===== src/sru_pkg.sv =====
/*
  Package for the stop recovery and status block: register addresses,
  field positions, reset values, timing counts and shared types.
  Assumes a 16-bit register address and 8-bit register data.
*/
package sru_pkg;

  localparam logic [15:0] SRU_ADDR_BRK_STATUS = 16'hFE00;
  localparam logic [15:0] SRU_ADDR_RST_SOURCE = 16'hFE01;
  localparam logic [15:0] SRU_ADDR_BRK_CLR_CTRL = 16'hFE03;
  localparam logic [15:0] SRU_ADDR_IRQ_STATUS = 16'hFE08;
  localparam logic [15:0] SRU_ADDR_IRQ_MASK = 16'hFE09;

  localparam int SRU_BIT_BREAK_EXIT = 1;
  localparam int SRU_BIT_BREAK_CLEAR_EN = 1;
  localparam int SRU_BIT_POR = 7;
  localparam int SRU_BIT_PIN = 6;
  localparam int SRU_BIT_WDOG = 5;
  localparam int SRU_BIT_BADOP = 4;
  localparam int SRU_BIT_BADADR = 3;
  localparam int SRU_BIT_LVR = 1;
  localparam int SRU_EV_STOP_EXIT = 0;
  localparam int SRU_EV_BREAK_EXIT = 1;
  localparam int SRU_EV_RESET_SEEN = 2;

  localparam logic [7:0] SRU_BRK_STATUS_RST = 8'h00;
  localparam logic [7:0] SRU_BRK_CLR_CTRL_RST = 8'h00;
  localparam logic [7:0] SRU_RST_SOURCE_POR = 8'h80;
  localparam logic [7:0] SRU_IRQ_RST = 8'h00;

  localparam int SRU_LONG_RECOVERY_CYCLES = 4096;
  localparam int SRU_SHORT_RECOVERY_CYCLES = 32;

  typedef struct packed {
    logic [15:0] addr;
    logic [7:0] wdata;
    logic wr;
    logic rd;
  } sru_bus_s;

  typedef struct packed {
    logic pin;
    logic wdog;
    logic badop;
    logic badadr;
    logic lvr;
  } sru_rst_cause_s;

  typedef enum logic [1:0] {
    SRU_RUN,
    SRU_STOPPED,
    SRU_RECOVER
  } sru_state_e;

endpackage : sru_pkg


===== src/sru_stop_recovery.sv =====
/*
  Stop-mode sequencer with recovery counter, break exit flag, reset source
  latch, break flag clear control and a small interrupt block.
  Assumes one 20 MHz clock (the reference oscillator clock), synchronous
  active-low reset, and that core, break and reset-cause signals are
  produced by logic on this same clock.
*/
// Functional notes
// - Stop entry clears counter, disables system clocks.
// - Interrupt exits stop; stacking after full delay.
// - Reset or break also ends stop.
// - Stop gates off system clock output.
// - Reference clock keeps feeding timebase in stop.
// - Delay 4096 cycles, or 32 when short.
// - Break ending stop sets break exit flag.
// - Break ending wait sets break exit flag.
// - Counter held reset until recovery, then times.
// - Registers at FE00, FE01 and FE03.
// - Exit flag bit 1, write zero clears.
// - Reading reset source clears all flags.
// - Power-on sets its flag, clears others.
// - Distinct flag per reset cause.
// - Break clear enable gates flag clearing in break.
// - Flag cleared in break stays cleared.
module sru_stop_recovery
  import sru_pkg::*;
(
  // Clock and reset
  input wire logic clk,
  input wire logic rstn,
  // Power-on indication, high for the first reset after power-up
  input wire logic por_event,
  // Reset causes, levels held for as long as rstn is low
  input wire sru_rst_cause_s rst_cause,
  // Core and break module
  input wire logic stop_exec,
  input wire logic wait_exec,
  input wire logic wait_active,
  input wire logic module_irq,
  input wire logic break_irq,
  input wire logic break_state,
  // Clock gating and core handshake
  output logic system_clock_enable,
  output logic timebase_clock_enable,
  output logic stack_start,
  output logic stopped,
  output logic flag_clear_allowed,
  // Register port
  input wire sru_bus_s bus,
  output logic [7:0] rdata,
  // Interrupt
  output logic irq
);

  function automatic logic hit(input logic [15:0] a, input logic [15:0] base);
    hit = (a == base);
  endfunction : hit

  //////////////////////////////////////////////////////////////////////////////
  // Stop sequencer.

  sru_state_e state_reg, state_next;
  logic [12:0] count_reg, count_next;
  logic break_exit_reg, break_exit_next;
  logic stop_exit_ev, break_exit_ev, wait_break_ev;
  logic [12:0] delay_len;
  logic short_stop_recovery_select;
  logic [7:0] brk_clr_reg, brk_clr_next;

  // The short delay bit lives in the control register, bit 0, since the
  // configuration register is outside this block.
  assign short_stop_recovery_select = brk_clr_reg[0];
  assign delay_len = short_stop_recovery_select ? 13'(SRU_SHORT_RECOVERY_CYCLES)
                                                : 13'(SRU_LONG_RECOVERY_CYCLES);

  always_comb begin
    state_next = state_reg;
    count_next = count_reg;
    stop_exit_ev = 1'b0;
    case (state_reg)
      SRU_RUN: begin
        if (stop_exec) begin
          state_next = SRU_STOPPED;
          count_next = 13'h0000;
        end
      end
      SRU_STOPPED: begin
        count_next = 13'h0000;
        if (module_irq || break_irq) begin
          state_next = SRU_RECOVER;
        end
      end
      SRU_RECOVER: begin
        count_next = count_reg + 13'h0001;
        if (count_reg == delay_len - 13'h0001) begin
          state_next = SRU_RUN;
          stop_exit_ev = 1'b1;
        end
      end
      default: begin
        state_next = SRU_RUN;
      end
    endcase
  end

  // A break that wakes the part from stop is remembered when the wake begins.
  assign break_exit_ev = (state_reg == SRU_STOPPED) && break_irq;
  assign wait_break_ev = wait_active && break_irq;

  always_comb begin
    break_exit_next = break_exit_reg;
    if (bus.wr && hit(bus.addr, SRU_ADDR_BRK_STATUS) && !bus.wdata[SRU_BIT_BREAK_EXIT]) begin
      break_exit_next = 1'b0;
    end
    if (break_exit_ev || wait_break_ev) begin
      break_exit_next = 1'b1;
    end
  end

  always_ff @(posedge clk) begin
    if (!rstn) begin
      state_reg <= SRU_RUN;
      count_reg <= 13'h0000;
      break_exit_reg <= 1'b0;
    end else begin
      state_reg <= state_next;
      count_reg <= count_next;
      break_exit_reg <= break_exit_next;
    end
  end

  assign system_clock_enable = (state_reg == SRU_RUN);
  assign timebase_clock_enable = 1'b1;
  assign stopped = (state_reg != SRU_RUN);
  assign stack_start = stop_exit_ev;

  //////////////////////////////////////////////////////////////////////////////
  // Reset source and break clear control.

  logic [7:0] rst_src_reg, rst_src_next;
  logic in_reset_reg;

  // Causes are gathered while reset is held, so the flags survive release;
  // the first cycle of a new reset wipes whatever the last one left.
  always_comb begin
    rst_src_next = rst_src_reg;
    if (!rstn) begin
      if (por_event) begin
        rst_src_next = SRU_RST_SOURCE_POR;
      end else begin
        if (!in_reset_reg) begin
          rst_src_next = 8'h00;
        end
        if (rst_cause.pin) begin
          rst_src_next[SRU_BIT_PIN] = 1'b1;
        end
        if (rst_cause.wdog) begin
          rst_src_next[SRU_BIT_WDOG] = 1'b1;
        end
        if (rst_cause.badop) begin
          rst_src_next[SRU_BIT_BADOP] = 1'b1;
        end
        if (rst_cause.badadr) begin
          rst_src_next[SRU_BIT_BADADR] = 1'b1;
        end
        if (rst_cause.lvr) begin
          rst_src_next[SRU_BIT_LVR] = 1'b1;
        end
      end
    end else if (bus.rd && hit(bus.addr, SRU_ADDR_RST_SOURCE)) begin
      rst_src_next = 8'h00;
    end
    brk_clr_next = brk_clr_reg;
    if (bus.wr && hit(bus.addr, SRU_ADDR_BRK_CLR_CTRL)) begin
      brk_clr_next = bus.wdata & 8'h83;
    end
  end

  always_ff @(posedge clk) begin
    rst_src_reg <= rst_src_next;
    if (!rstn) begin
      in_reset_reg <= 1'b1;
      brk_clr_reg <= SRU_BRK_CLR_CTRL_RST;
    end else begin
      in_reset_reg <= 1'b0;
      brk_clr_reg <= brk_clr_next;
    end
  end

  // Peripherals see this as a clear permit; a flag they clear stays clear
  // because nothing here restores it after the break ends.
  assign flag_clear_allowed = !break_state || brk_clr_reg[SRU_BIT_BREAK_CLEAR_EN];

  //////////////////////////////////////////////////////////////////////////////
  // Interrupt status and mask.

  logic [7:0] irq_stat_reg, irq_stat_next;
  logic [7:0] irq_mask_reg, irq_mask_next;
  logic [7:0] irq_set;

  always_comb begin
    irq_set = 8'h00;
    irq_set[SRU_EV_STOP_EXIT] = stop_exit_ev;
    irq_set[SRU_EV_BREAK_EXIT] = break_exit_ev || wait_break_ev;
    irq_set[SRU_EV_RESET_SEEN] = in_reset_reg;
    irq_stat_next = irq_stat_reg;
    irq_mask_next = irq_mask_reg;
    if (bus.wr && hit(bus.addr, SRU_ADDR_IRQ_STATUS)) begin
      irq_stat_next = irq_stat_reg & ~bus.wdata;
    end
    if (bus.wr && hit(bus.addr, SRU_ADDR_IRQ_MASK)) begin
      irq_mask_next = bus.wdata;
    end
    irq_stat_next = irq_stat_next | irq_set;
  end

  always_ff @(posedge clk) begin
    if (!rstn) begin
      irq_stat_reg <= SRU_IRQ_RST;
      irq_mask_reg <= SRU_IRQ_RST;
    end else begin
      irq_stat_reg <= irq_stat_next;
      irq_mask_reg <= irq_mask_next;
    end
  end

  assign irq = |(irq_stat_reg & irq_mask_reg);

  //////////////////////////////////////////////////////////////////////////////
  // Read data, one cycle after the strobe; unmapped reads return zero.

  logic [7:0] rdata_next;

  always_comb begin
    rdata_next = 8'h00;
    if (bus.rd) begin
      case (bus.addr)
        SRU_ADDR_BRK_STATUS: rdata_next = {6'h00, break_exit_reg, 1'b0};
        SRU_ADDR_RST_SOURCE: rdata_next = rst_src_reg;
        SRU_ADDR_BRK_CLR_CTRL: rdata_next = brk_clr_reg;
        SRU_ADDR_IRQ_STATUS: rdata_next = irq_stat_reg;
        SRU_ADDR_IRQ_MASK: rdata_next = irq_mask_reg;
        default: rdata_next = 8'h00;
      endcase
    end
  end

  always_ff @(posedge clk) begin
    if (!rstn) begin
      rdata <= 8'h00;
    end else begin
      rdata <= rdata_next;
    end
  end

  //////////////////////////////////////////////////////////////////////////////
  // Assertions, with an independent count of recovery cycles beside them.

  // The checker keeps its own count so that a fault in the sequencer's counter
  // cannot hide behind the same arithmetic.
  logic [12:0] chk_recover_reg, chk_recover_next;

  always_comb begin
    chk_recover_next = 13'h0000;
    if (state_reg == SRU_RECOVER) begin
      chk_recover_next = chk_recover_reg + 13'h0001;
    end
  end

  always_ff @(posedge clk) begin
    if (!rstn) begin
      chk_recover_reg <= 13'h0000;
    end else begin
      chk_recover_reg <= chk_recover_next;
    end
  end

  a_stop_gates_clock: assert property (@(posedge clk) disable iff (!rstn)
    stop_exec && state_reg == SRU_RUN |=> !system_clock_enable && count_reg == 13'h0000)
    else $error("stop entry did not gate clock");
  a_wake_moves: assert property (@(posedge clk) disable iff (!rstn)
    state_reg == SRU_STOPPED && (module_irq || break_irq) |=> state_reg == SRU_RECOVER)
    else $error("wake request ignored");
  a_short_delay: assert property (@(posedge clk) disable iff (!rstn)
    $rose(state_reg == SRU_RECOVER) && short_stop_recovery_select && !bus.wr |-> ##31 stack_start)
    else $error("short recovery length wrong");
  a_long_delay: assert property (@(posedge clk) disable iff (!rstn)
    state_reg == SRU_RECOVER && !short_stop_recovery_select
      && chk_recover_reg == 13'(SRU_LONG_RECOVERY_CYCLES - 1) |-> stack_start)
    else $error("long recovery length wrong");
  a_stack_window: assert property (@(posedge clk) disable iff (!rstn)
    stack_start |-> chk_recover_reg == (short_stop_recovery_select ? 13'(SRU_SHORT_RECOVERY_CYCLES - 1)
                                                                   : 13'(SRU_LONG_RECOVERY_CYCLES - 1)))
    else $error("stacking before delay elapsed");
  a_recover_holds: assert property (@(posedge clk) disable iff (!rstn)
    state_reg == SRU_RECOVER && !stack_start |=> state_reg == SRU_RECOVER)
    else $error("recovery cut short");
  a_stack_pulse: assert property (@(posedge clk) disable iff (!rstn)
    stack_start |=> !stack_start && system_clock_enable)
    else $error("stack start not a single pulse");
  a_stop_holds: assert property (@(posedge clk) disable iff (!rstn)
    state_reg == SRU_STOPPED && !module_irq && !break_irq |=> state_reg == SRU_STOPPED)
    else $error("stop left without a wake");
  a_clock_off_stop: assert property (@(posedge clk) disable iff (!rstn)
    state_reg != SRU_RUN |-> !system_clock_enable)
    else $error("clock running in stop");
  a_tb_clock_on: assert property (@(posedge clk) disable iff (!rstn)
    timebase_clock_enable)
    else $error("timebase clock stopped");
  a_break_exit_set: assert property (@(posedge clk) disable iff (!rstn)
    state_reg == SRU_STOPPED && break_irq |=> break_exit_reg)
    else $error("break exit flag not set");
  a_wait_break_set: assert property (@(posedge clk) disable iff (!rstn)
    wait_active && break_irq |=> break_exit_reg)
    else $error("wait break flag not set");
  a_counter_held: assert property (@(posedge clk) disable iff (!rstn)
    state_reg == SRU_STOPPED |=> count_reg == 13'h0000)
    else $error("counter not held in stop");
  a_exit_clear: assert property (@(posedge clk) disable iff (!rstn)
    bus.wr && bus.addr == SRU_ADDR_BRK_STATUS && !bus.wdata[1] && !break_irq |=> !break_exit_reg)
    else $error("break exit flag not cleared");
  a_status_zero: assert property (@(posedge clk) disable iff (!rstn)
    bus.rd && bus.addr == SRU_ADDR_BRK_STATUS |=> rdata[7:2] == 6'h00 && !rdata[0])
    else $error("break status spare bits set");
  a_src_read_clr: assert property (@(posedge clk) disable iff (!rstn)
    bus.rd && bus.addr == SRU_ADDR_RST_SOURCE |=> rst_src_reg == 8'h00)
    else $error("reset source not cleared by read");
  a_read_data: assert property (@(posedge clk) disable iff (!rstn)
    bus.rd && bus.addr == SRU_ADDR_BRK_CLR_CTRL && !$past(bus.wr) |=> rdata == $past(brk_clr_reg))
    else $error("control read mismatch");
  a_clear_gate: assert property (@(posedge clk) disable iff (!rstn)
    break_state && !brk_clr_reg[SRU_BIT_BREAK_CLEAR_EN] |-> !flag_clear_allowed)
    else $error("clear allowed while protected");
  a_clear_open: assert property (@(posedge clk) disable iff (!rstn)
    !break_state |-> flag_clear_allowed)
    else $error("clear blocked outside break");

  // Capture checks run while reset is held, so they carry no disable.
  a_por_flag: assert property (@(posedge clk)
    !rstn && por_event |=> rst_src_reg == SRU_RST_SOURCE_POR)
    else $error("power-on flag not captured");
  a_pin_cause: assert property (@(posedge clk)
    !rstn && !por_event && rst_cause.pin |=> rst_src_reg[SRU_BIT_PIN])
    else $error("pin reset flag not captured");
  a_wdog_cause: assert property (@(posedge clk)
    !rstn && !por_event && rst_cause.wdog |=> rst_src_reg[SRU_BIT_WDOG])
    else $error("watchdog reset flag not captured");
  a_badop_cause: assert property (@(posedge clk)
    !rstn && !por_event && rst_cause.badop |=> rst_src_reg[SRU_BIT_BADOP])
    else $error("bad opcode flag not captured");
  a_badadr_cause: assert property (@(posedge clk)
    !rstn && !por_event && rst_cause.badadr |=> rst_src_reg[SRU_BIT_BADADR])
    else $error("bad fetch address flag not captured");
  a_lvr_cause: assert property (@(posedge clk)
    !rstn && !por_event && rst_cause.lvr |=> rst_src_reg[SRU_BIT_LVR])
    else $error("low voltage flag not captured");

endmodule : sru_stop_recovery


===== config.mk =====
export PLATFORM = sky130hd
export DESIGN_NAME = sru_stop_recovery
export DESIGN_NICKNAME = d
export VERILOG_FILES = /design/src/sru_pkg.sv /design/src/sru_stop_recovery.sv
export SDC_FILE = /design/constraint.sdc
export NUM_CORES = 1
export LEC_CHECK = 0
export ABC_AREA = 1
export BUFFER_PORTS_ARGS = -buffer_cell sky130_fd_sc_hd__clkbuf_2
export CORE_MARGIN = 2
export CORE_UTILIZATION = 30
export DETAILED_ROUTE_END_ITERATION = 12
export HOLD_SLACK_MARGIN = 0.02
export SYNTH_ARGS = -nofsm -noshare
export SYNTH_HDL_FRONTEND = slang
export SYNTH_SLANG_ARGS = --single-unit

===== constraint.sdc =====
create_clock -name clk -period 2.1 [get_ports clk]
set_input_delay 0.42 -clock clk [delete_from_list [all_inputs] [get_ports clk]]
set_output_delay 0.42 -clock clk [all_outputs]
set_load 0.01 [all_outputs]

Word level (Yosys, flattened, before mapping)
Cells that the tools add are included.
Operators by class
  muxes and demuxes: 23
  bitwise gates (word level): 4
  add/sub/neg operators: 2
  eq/ne operators: 18
  reduce and logical (&&, ||, !) cells: 27
Operator list (count)
  == test 16 bit, second input constant: 5
  2-to-1 mux 8 bit: 5
  case mux 8 bit (5 select lines): 1
  case mux 13 bit (3 select lines): 1
  2-to-1 mux 13 bit: 2
  inequality test 4 bit, second input constant: 5
  AND 8 bit: 2
  AND reduction 2 bit: 8
  adder 13 x 1 -> 13 bit, second input constant: 1
  == test 13 bit: 1
  subtractor 13 x 1 -> 13 bit, second input constant: 1
  2-to-1 mux 1 bit: 10
  logical AND 1 bit: 8
  NOT 8 bit: 1
  OR 8 x 3 -> 8 bit: 1
  OR reduction 8 bit: 1
  2-to-1 mux 2 bit: 3
  inequality test 2 bit, second input constant: 3
  case mux 2 bit (3 select lines): 1
  nonzero test 2 bit: 2
  logical OR 1 bit: 3
  inequality test 3 bit, second input constant: 1
  AND reduction 3 bit: 1
  nonzero test 3 bit: 1
  other kinds (5): 6
Word-level totals
  output and inout port bits: 14
  logic and storage cells: 88
  bits of input ports: 40
  register bits after elaboration: 52

Longest topological paths before layout
  word-level depth: 6
  depth in mapped cells: 10
  gate-level depth less buffers: 10

Worst setup path before layout
Ideal clock, no wire load.
  path kind: reg2out
  start point: reg count_reg[0]
  end point: out stack_start
  cell stages (with the launch flop): 10
  data arrival time: 1.329 ns
  data required time: 1.680 ns
  path slack: 0.351 ns
  path buffers: 0
  cells stage by stage: dfxtp_1 -> ha_1 -> nand2_1 -> nor2_1 -> nand2_1 -> nor2_1 -> nand2_1 -> nand2_1 -> nand3_2 -> inv_1
On the way
  longest elaborated chain between the ends: 3
RTL lines
  start, declared: line sru_stop_recovery.sv:63  | logic [12:0] count_reg, count_next;
  start signal, assigned: line sru_stop_recovery.sv:127  | count_reg <= count_next;
  == test 13 bit: line sru_stop_recovery.sv:95  | if (count_reg == delay_len - 13'h0001) begin
  2-to-1 mux 1 bit: line sru_stop_recovery.sv:95
  2-to-1 mux 1 bit: line sru_stop_recovery.sv:80  | case (state_reg)
  end, declared: line sru_stop_recovery.sv:45  | output logic stack_start,
Every way passes these cells.

Worst setup path after layout
Ends and elaborated chain as after synthesis.

==> metrics.yaml <==
status: "finished, final reports clean"
cp_max_fo: 3
ff2ff_path_depth: 5
finalHoldViolCount: 0
yosysMostFrequentCell: "nand2_1"
die_x_um: 97.9
placed_cell_area_mm2: 0.00305
ant_nets: 0
grt.total_usage_pct: 13.4
powerDensity_mw_per_mm2: 557
first_global_vias: 2451
yosysSeqAreaShare_pct: 40.2
synth_area_leaders: "dfxtp_1 (33%), nand2_1 (14%), inv_1 (7.5%)"
cts_hold_buffers: 0
fin_crit_sh_pct: 94.3
cts_buffers: 5
synth_top_family_by_area: "simple AND/OR/NAND/NOR gates"
drc: 0
relSlewSlack_pct: 61.7
muxShareOfSynthArea_pct: 0
synth_top_cell_area_share_pct: 33.3
viasPerCell: 4.74
die_area_mm2: 0.00958
min_path_type: "in2reg"
crit_path_end: "stack_start"
start_util_pct: 30.6
fin_nets: 498
critPathKind: "reg2out"
p_total_uw: 1810
dp_hpwl_um: 5040
use_met2_pct: 24.3
yosysTopAreaCell: "dfxtp_1"
crit_path_start_kind: "flip-flop"
multi_input_area_mm2: 0.00135
clock.fmax_mhz: 505
synth-xor-area-share_pct: 0
synth-simple-area-share_pct: 36.0
drt-initial-drc-count: 54
ir_worst_vdd_uv: 273
worstSetupEndpointType: "output pin"
io_pins: 54
synth-main-ff-cell: "dfxtp_1"
max_cap_viol_count: 0
worst_ep_arrival_time_ns: 1.56
yosysWarningCount: 0
setup_viol: 0
period_needed_ns: 1.98
tritoncts: "done"
async_flop_share_pct: 0
row_count: 34
syn_inst: 393
cp-startpoint: "count_reg[0]"
synth_compound_area_share_pct: 12.9
cts-root-buf: "clkbuf_8"
design.core.area_mm2: 0.00864
clock_path_buffers: 2
postLayoutCellArea_mm2: 0.00326
grt.busiest_layer: "met2"
reg2reg_slack_ns: 0.60
die_h_um: 97.9
setup_tns_ns: 0
place.gp.congestion: 0.873
n_fill_cell: 929
synth_fa_ha_area_share_pct: 0.473
overflow: 0
regArea_mm2: 0.00107
diodes: 0
wl_per_cell_um: 11.6
r2r-end: "count_reg[6]"
vias: 2683
synth_cell_types: 32
use_met1_pct: 16.1
use_met3_pct: 3.29
dr.pass1.iters: 4
portBuffers: 51
insertion_delay_ns: 0.30
r2r-start: "state_reg[1]"
drv_slew: 0
antenna_found_initial: 0
max_slew.worst_pin.slew_ns: 0.575
clkSinkCount: 50
drt-total-wl_um: 6570
synth_area_mm2: 0.00264
grt_pass1_wl_um: 10700
syn_nets: 434
p_leak_uw: 0.00140
grt_max_degree: 26
h-tree-depth: 2
drive_gt1_share_pct: 22.7
rsz0062_at_grt: "no"
cp.required_ns: 1.68
syn_to_final_growth_pct: 23.2
syn_area_per_cell_um2: 6.72
synth-seq-cells: 50
fin_worst_skew_ns: 0.00988
clk_pin_slew_ns: 0.09
synth_commonest_cells: "nand2_1 (99), inv_1 (53), nor2_1 (52)"
synth_edf_count: 6
largest_reg_flops: 13
placed cells by master (no fill, tap or decap), drive strengths merged, types with 3 or more instances in the layout:
cell type  count
nand2        101
nor2          60
clkbuf        59
inv           56
dfxtp         44
nand3         29
a21oi         25
o21ai         18
buf           16
nand4         15
nor3           8
edfxtp         6
a32oi          5
a211oi         3
cell type report:
| class | count | share of cell area [%] |
|---|---|---|
| Timing Repair Buffer | 67 | 11.5 |
| Inverter | 58 | 6.68 |
| Tap cell | 108 | 4.15 |
| Sequential cell | 50 | 32.8 |
| Multi-Input combinational cell | 275 | 41.5 |
| Clock buffer | 8 | 3.38 |
cell families (layout without fill, tap and decap cells):
| family | count (synthesis) | after routing |
|---|---|---|
| other | 1 | 1 |
| DFF | 50 | 50 |
| adders and majority gates | 1 | 1 |
| AOI/OAI and AO/OA | 58 | 58 |
| buffers and inverters | 68 | 133 |
| and+or+nand+nor | 215 | 215 |
power breakdown:
group	internal [uW]	total [uW]	switching, uW	leakage [uW]
registers	982	993	11.3	0.000421
logic	64.8	178	113	0.000922
clock network	333	643	310	0.0000575
total	1380	1810	435	0.00140
layer usage:
metal	share of wire, %	wire (um)	vias to the layer above
met3	5.6	371	2
met1	44	2900	1219
li1	-	-	1406
met4	0.15	10	0
met2	50	3280	56
met5	0	0	-
repair_timing:
item | CTS | global route
gates cloned | 0 | 0
buffers inserted | 5 | 1
gates resized for setup | 5 | 11
setup endpoints to repair | 1 | 1
pin swaps | 2 | 2
through the flow:
step	instances	util [%]	worst slack [ns]	hold WS, ns
2_1_floorplan	393	-	0.351	0.429
5_1_grt	566	37.7	0.0167	0.371
3_3_place_gp	552	35.4	0.192	0.451
4_1_cts	565	37.2	0.00194	0.353
6_report	566	37.7	0.120	0.356
3_5_place_dp	552	35.4	0.136	0.451
critical path, stage by stage, from the launching register on:
cell,delay [ns]
dfxtp_2,0.36
ha_4,0.15
nand2_4,0.06
nor2_4,0.12
buf_4,0.13
nand4_1,0.10
nand2_2,0.10
nand3_2,0.07
inv_1,0.07
clkbuf_2,0.12
how the worst min path moves through the flow:
stage                         start              end  slack [ns]  cells past startpoint
floorplan           irq_stat_reg[4]  irq_stat_reg[4]        0.43                      2
global placement    irq_stat_reg[7]  irq_stat_reg[7]        0.45                      2
detailed placement  irq_stat_reg[2]  irq_stat_reg[2]        0.45                      2
CTS                          bus[7]  irq_mask_reg[5]        0.35                      3
global route                 bus[8]  irq_mask_reg[6]        0.37                      3
finish                       bus[7]  irq_mask_reg[5]        0.36                      3
No activity file was read; power rests on OpenSTA's default activity.
